<file path="config.mk">
export PLATFORM = sky130hd
export DESIGN_NAME = wdg_top
export DESIGN_NICKNAME = d
export VERILOG_FILES = /design/src/wdg_sync_edge.v /design/src/wdg_top.v
export VERILOG_INCLUDE_DIRS = /design/src
export SDC_FILE = /design/constraint.sdc
export NUM_CORES = 1
export LEC_CHECK = 0
export BUFFER_PORTS_ARGS = -buffer_cell sky130_fd_sc_hd__buf_2
export CAP_MARGIN = 30
export CORE_ASPECT_RATIO = 0.9
export CORE_MARGIN = 4
export CORE_UTILIZATION = 30
export CTS_CLUSTER_DIAMETER = 30
export DETAILED_ROUTE_END_ITERATION = 16
export GPL_ROUTABILITY_DRIVEN = 0
export RECOVER_POWER = 100
export SLEW_MARGIN = 20
export SYNTH_ARGS = -nofsm -noshare
export SYNTH_HDL_FRONTEND = slang
export SYNTH_SLANG_ARGS = --single-unit
</file>
<file path="constraint.sdc">
create_clock -name mclk -period 2.2 [get_ports mclk]
set_input_delay 0.11 -clock mclk [delete_from_list [all_inputs] [get_ports mclk]]
set_output_delay 0.11 -clock mclk [all_outputs]
set_load 0.05 [all_outputs]
</file>
<file path="src/wdg_defines.vh">
// Constants for the dual watchdog: counter layouts, keys, reset values.
// Assumes inclusion by bare name from the watchdog design files.
`ifndef WDG_DEFINES_VH
`define WDG_DEFINES_VH

// ***************************************************************
// Clocking
// ***************************************************************
`define WDG_MCLK_HZ        10000000
`define WDG_LSI_HZ         128000
// Window counter steps once per this many mclk cycles
`define WDG_WIN_PRESC      16'h0400
// Strap is taken once this many settling edges have passed
`define WDG_STRAP_WAIT     2'h3

// ***************************************************************
// Window watchdog counter
// ***************************************************************
`define WDG_WIN_W          7
`define WDG_WIN_MSB        6
`define WDG_WIN_RST_CNT    7'h7F
`define WDG_WIN_RST_WIN    7'h7F
// Terminal count: a tick at this value resets the device, and the count holds here
`define WDG_WIN_TERM       7'h40

// ***************************************************************
// Independent watchdog counter and keys
// ***************************************************************
`define WDG_IND_W          12
`define WDG_IND_RELOAD     12'h0FFF
`define WDG_KEY_START      8'hCC
`define WDG_KEY_REFRESH    8'hAA

`endif

</file>
<file path="src/wdg_sync_edge.v">
// Two-stage synchroniser with rising-edge pulse for an async input.
// Assumes a single mclk domain and an asynchronous active-low reset.
`timescale 1ns/1ps
`default_nettype none

module wdg_sync_edge (
   input  wire mclk,
   input  wire resetn,
   input  wire async_in,
   output wire sync_out,
   output wire rise_pulse
);

   reg meta_r;
   reg sync_r;
   reg prev_r;

   always @(posedge mclk or negedge resetn) begin
      if (!resetn) begin
         meta_r <= 1'b0;
         sync_r <= 1'b0;
         prev_r <= 1'b0;
      end else begin
         meta_r <= async_in;
         sync_r <= meta_r;
         prev_r <= sync_r;
      end
   end

   assign sync_out   = sync_r;
   assign rise_pulse = sync_r & ~prev_r;

endmodule // wdg_sync_edge

`default_nettype wire

</file>
<file path="src/wdg_top.v">
// Dual watchdog: a window watchdog on mclk and an independent watchdog
// stepped by rising edges of the low-speed internal oscillator.
// Assumes software strobes come from mclk logic; the oscillator and the
// option strap are asynchronous and are synchronised here.
`timescale 1ns/1ps
`default_nettype none
`include "wdg_defines.vh"

module wdg_top #(
   parameter [15:0] WIN_PRESC = `WDG_WIN_PRESC
) (
   input  wire                       mclk,
   input  wire                       resetn,
   input  wire                       low_speed_internal_osc,
   input  wire                       opt_hw_ind_en,
   input  wire                       win_activate,
   input  wire                       win_disable,
   input  wire                       win_refresh,
   input  wire [`WDG_WIN_W-1:0]      win_refresh_val,
   input  wire [`WDG_WIN_W-1:0]      win_window_val,
   input  wire                       win_window_wr,
   input  wire                       ind_key_wr,
   input  wire [7:0]                 ind_key,
   input  wire                       ind_disable,
   output reg                        win_active,
   output reg                        ind_active,
   output reg  [`WDG_WIN_W-1:0]      win_count,
   output reg  [`WDG_IND_W-1:0]      ind_count,
   output reg                        win_reset_cause,
   output reg                        ind_reset_cause,
   output reg                        wdg_reset_req
);

   // ***************************************************************
   // Helpers
   // ***************************************************************
   function [`WDG_WIN_W-1:0] win_load;
      input [`WDG_WIN_W-1:0] val;
      begin
         // Loading below the terminal bit would reset at once
         win_load = val | `WDG_WIN_TERM;
      end
   endfunction

   // ***************************************************************
   // Asynchronous inputs
   // ***************************************************************
   wire osc_rise;
   wire opt_sync;

   wdg_sync_edge u_osc_sync (
      .mclk       (mclk),
      .resetn     (resetn),
      .async_in   (low_speed_internal_osc),
      .sync_out   (),
      .rise_pulse (osc_rise)
   );

   wdg_sync_edge u_opt_sync (
      .mclk       (mclk),
      .resetn     (resetn),
      .async_in   (opt_hw_ind_en),
      .sync_out   (opt_sync),
      .rise_pulse ()
   );

   // Strap settles through the synchroniser before being sampled once
   reg [1:0] strap_wait_r;
   reg       strap_done_r;

   always @(posedge mclk or negedge resetn) begin
      if (!resetn) begin
         strap_wait_r <= 2'h0;
         strap_done_r <= 1'b0;
      end else if (!strap_done_r) begin
         strap_wait_r <= strap_wait_r + 2'h1;
         if (strap_wait_r == `WDG_STRAP_WAIT)
            strap_done_r <= 1'b1;
      end
   end

   wire strap_sample = ~strap_done_r & (strap_wait_r == `WDG_STRAP_WAIT);

   // ***************************************************************
   // Window prescaler
   // ***************************************************************
   reg  [15:0] presc_r;
   wire        win_tick = (presc_r == 16'h0000);

   always @(posedge mclk or negedge resetn) begin
      if (!resetn)
         presc_r <= 16'h0000;
      else if (win_tick)
         presc_r <= WIN_PRESC - 16'h0001;
      else
         presc_r <= presc_r - 16'h0001;
   end

   // ***************************************************************
   // Window watchdog
   // ***************************************************************
   reg [`WDG_WIN_W-1:0] window_r;
   reg [`WDG_WIN_W-1:0] window_nxt;
   reg [`WDG_WIN_W-1:0] win_count_nxt;
   reg                  win_active_nxt;
   reg                  win_fire_nxt;

   // Disable strobes are deliberately unused: nothing clears active
   wire unused_dis = win_disable | ind_disable;

   always @* begin
      win_fire_nxt = 1'b0;
      if (win_active) begin
         if (win_refresh && win_count > window_r)
            win_fire_nxt = 1'b1;
         else if (!win_refresh && win_tick && win_count == `WDG_WIN_TERM)
            win_fire_nxt = 1'b1;
      end
   end

   // An in-window refresh beats a tick in the same cycle; the counter parks at the
   // terminal count, and each later tick there fires again into the held request
   always @* begin
      window_nxt     = window_r;
      win_active_nxt = win_active;
      win_count_nxt  = win_count;
      if (win_window_wr)
         window_nxt = win_window_val;
      if (win_activate && !win_active) begin
         win_active_nxt = 1'b1;
         win_count_nxt  = win_load(win_refresh_val);
      end else if (win_active) begin
         if (win_refresh && win_count <= window_r)
            win_count_nxt = win_load(win_refresh_val);
         else if (win_tick && win_count != `WDG_WIN_TERM)
            win_count_nxt = win_count - 7'h01;
      end
   end

   always @(posedge mclk or negedge resetn) begin
      if (!resetn) begin
         window_r   <= `WDG_WIN_RST_WIN;
         win_active <= 1'b0;
         win_count  <= `WDG_WIN_RST_CNT;
      end else begin
         // Active has no clearing path short of reset
         window_r   <= window_nxt;
         win_active <= win_active_nxt;
         win_count  <= win_count_nxt;
      end
   end

   // ***************************************************************
   // Independent watchdog
   // ***************************************************************
   reg ind_fire_nxt;

   wire key_start   = ind_key_wr && (ind_key == `WDG_KEY_START);
   wire key_refresh = ind_key_wr && (ind_key == `WDG_KEY_REFRESH);

   always @* begin
      ind_fire_nxt = ind_active && !key_refresh && osc_rise &&
                     (ind_count == {`WDG_IND_W{1'b0}});
   end

   always @(posedge mclk or negedge resetn) begin
      if (!resetn) begin
         ind_active <= 1'b0;
         ind_count  <= `WDG_IND_RELOAD;
      end else begin
         if (!ind_active) begin
            if (key_start || (strap_sample && opt_sync)) begin
               ind_active <= 1'b1;
               ind_count  <= `WDG_IND_RELOAD;
            end
         end else if (key_refresh) begin
            ind_count <= `WDG_IND_RELOAD;
         end else if (osc_rise && ind_count != {`WDG_IND_W{1'b0}}) begin
            // Mclk edges alone never advance this counter
            ind_count <= ind_count - 12'h001;
         end
      end
   end

   // ***************************************************************
   // Reset request
   // ***************************************************************
   // Request is held until the device reset arrives; either source
   // alone is enough, and both causes are recorded
   always @(posedge mclk or negedge resetn) begin
      if (!resetn) begin
         win_reset_cause <= 1'b0;
         ind_reset_cause <= 1'b0;
         wdg_reset_req   <= 1'b0;
      end else begin
         if (win_fire_nxt)
            win_reset_cause <= 1'b1;
         if (ind_fire_nxt)
            ind_reset_cause <= 1'b1;
         if (win_fire_nxt || ind_fire_nxt || unused_dis & 1'b0)
            wdg_reset_req <= 1'b1;
      end
   end

endmodule // wdg_top

`default_nettype wire

</file>
==> impl_metrics.yaml <==
run_status:
  status: "finished with violations"
  violations: "max-capacitance violations, max-slew violations"
clock_tree:
  cts_root_buffer: "clkbuf_8"
  clockBufferDepth: 2
  cts_made_buffers: 5
  cts_sinks: 55
  cts_tree: "done"
  clk_pin_slew_worst_paths_ns: 0.10
  worstSkewPairLatency_ns: 0.31
  cts_max_level: 2
placement:
  dpl.hpwl_mm: 5.10
  portBuffers: 52
  dp.cells: 468
  pre_cts_ws_ns: 0.00808
synth:
  yosysWarnings: 0
  synth_area_leaders: "dfrtp_1 (25%), dfstp_2 (23%), ha_1 (6.0%)"
  ys.flop_type: "dfrtp_1"
  syn_inst: 283
  syn_avg_cell_area_um2: 10.3
  syn_area_mm2: 0.00291
  netlist.top_cell.by_area: "dfrtp_1"
  synth_fp_nets: 329
  synth-seq-area-share: 0.484
  async_reset_ff_frac: 1.00
  synth.most_common_cell: "dfrtp_1"
  ys_ff_latch: 55
  synth_edf_count: 0
  synthDominantCellAreaShare: 0.249
  yosys-top-cells-count: "dfrtp_1 (29), nand2_1 (27), dfstp_2 (26)"
  synthDistinctLibCells: 52
route:
  routed_wl_mm: 6.81
  vias: 2410
  drtIter0Drc: 122
  vias_per_cell: 4.97
  dr.pass1.iters: 4
  ant_nets: 0
  drc: 0
  avgRoutedWirePerCell_um: 14.0
sta:
  period_minus_slack_ns: 2.16
  maxSlewViolCount: 27
  setup_viol: 0
  fmax_ghz: 0.463
  timing.final.crit_share: 0.981
  tightest_slew_ns: 1.58
  hold_violations: 0
  setup_ws_ns: 0.0424
  rsz0062_at_grt: "true"
  whs_ns: 0.00791
  clock_skew_ns: 0.00736
  max_slew_margin: -0.0506
floorplanning:
  dieArea_mm2: 0.0113
  start_util: 0.313
  dieWidth_um: 112
  ios: 56
  die_h_um: 101
  core_region_area_mm2: 0.00929
  rows: 33
setup_path:
  crit_type: "flip-flop to flip-flop"
  rr_endpoint: "ind_count[6]"
  r2r_slack_ns: 0.04
  crit_end: "ind_count[6]"
  r2r_start: "ind_count[0]"
  worstSetupStartpointType: "flip-flop"
  crit_required_ns: 2.45
  ff2ff_path_depth: 7
  crit_arrival_ns: 2.41
  startpoint: "ind_count[0]"
  crit_path_max_fanout: 6
  end_kind: "flip-flop"
final_layout:
  drive_gt1_frac: 0.300
  final_cells: 485
  area_growth_pct: 24.8
  n_fill_cell: 953
  fin_nets: 408
  diodes: 0
grt:
  grt_pass1_vias: 2412
  grt_max_degree: 30
  gr-total-overflow: 0
  grt_pass1_wl_mm: 11.5
  grt_use_total: 0.121
  antenna_found_initial: 0
pwr:
  power_density_mw_per_mm2: 684
  power_mw: 2.49
  p_leak_nw: 1.46
  peakVddDrop_uv: 343
min_path:
  hold_path.class: "input pin to flip-flop"
run:
  drv_cap: 1
[worst min-delay path by stage]
stage                            startpoint              end  slack [ns]  cells after the start
final                     win_window_val[6]      window_r[6]       0.008                      3
after detailed placement             resetn  ind_reset_cause        0.18                      1
after floorplan                      resetn       ind_active       -0.19                      0
after global routing      win_window_val[3]      window_r[3]        0.02                      3
after CTS                 win_window_val[5]      window_r[5]       0.009                      3
after global placement               resetn  ind_reset_cause        0.16                      1
[worst max-delay path: stages (launching register included)]
cell	delay, ns
dfstp_4	0.65
inv_1	0.07
ha_2	0.18
nor4b_4	0.13
a31oi_4	0.25
o221ai_2	0.18
or4_1	0.53
nand3_1	0.10
[cell families (layout without fill, tap and decap cells)]
logic type	Yosys count	in the layout	share of synthesized area
muxes	9	9	0.0327
xor gates and xnor gates	15	15	0.0451
adders and majority gates	14	14	0.0602
and+or+nand+nor	114	114	0.226
buffers and inverters	24	104	0.0314
AOI/OAI and AO/OA	52	52	0.120
DFF	55	55	0.484
[flip-flops by register name, summed over array words and instances, names as in the netlist, 2 cells and up]
| signal | flops |
|---|---|
| win_count | 7 |
| presc_r | 16 |
| strap_wait_r | 2 |
| window_r | 7 |
| ind_count | 12 |
[cells in the final DEF (no fill, tap or decap), types with 4 or more instances in the layout]
cell type,count
inv_1,19
dfrtp_1,29
or2_2,4
nand2_1,27
xor2_1,8
nor2_1,16
o21ai_0,14
a21oi_1,11
clkbuf_8,5
buf_4,16
nor3_1,10
or3_1,6
clkbuf_1,27
mux2i_1,5
ha_1,12
dfstp_2,24
or4_1,4
mux2_2,4
nand4_1,6
buf_2,27
nand3_1,12
xnor2_1,7
nor4_1,5
[where the power goes]
part | switching [mW] | leakage [nW] | total (mW) | internal (mW)
registers | 0.0720 | 0.603 | 1.21 | 1.14
clock network | 0.335 | 0.0477 | 0.554 | 0.219
logic | 0.472 | 0.812 | 0.719 | 0.246
total | 0.880 | 1.46 | 2.49 | 1.61
[metrics by stage]
| stage | setup TNS (ns) | utilization | cell area (um^2) |
|---|---|---|---|
| 2_1_floorplan | -0.00467 | - | 2940 |
| 3_3_place_gp | 0 | 0.373 | 3460 |
| 3_5_place_dp | 0 | 0.373 | 3460 |
| 4_1_cts | -0.00694 | 0.385 | 3570 |
| 5_1_grt | -0.363 | 0.391 | 3630 |
| 6_report | 0 | 0.391 | 3630 |
[final cells by class]
class,count,area [um^2],share of cell area
clock buffers,5,68.8,0.0189
clock inverters,3,15.0,0.00413
inverters,21,78.8,0.0217
multi-input cells,204,1490,0.409
flip-flops and latches,55,1420,0.390
well taps,122,153,0.0420
repair buffers,75,414,0.114
[repair_timing]
item                                    CTS  global route
resized for setup                         0            14
pin swaps                                 0             4
endpoints found under the setup margin    2            17
buffers inserted                          0             6
hold endpoints to repair                 11             0
hold buffers                              3             0
[routing by layer]
| metal | routed length (um) | GRT usage | share of wire |
|---|---|---|---|
| met1 | 3230 | 0.159 | 0.47 |
| met3 | 295 | 0.0227 | 0.043 |
| met2 | 3180 | 0.206 | 0.47 |
| met5 | 0 | 0 | 0 |
| met4 | 103 | 0.0374 | 0.015 |
No activity file was read; power rests on OpenSTA's default activity.
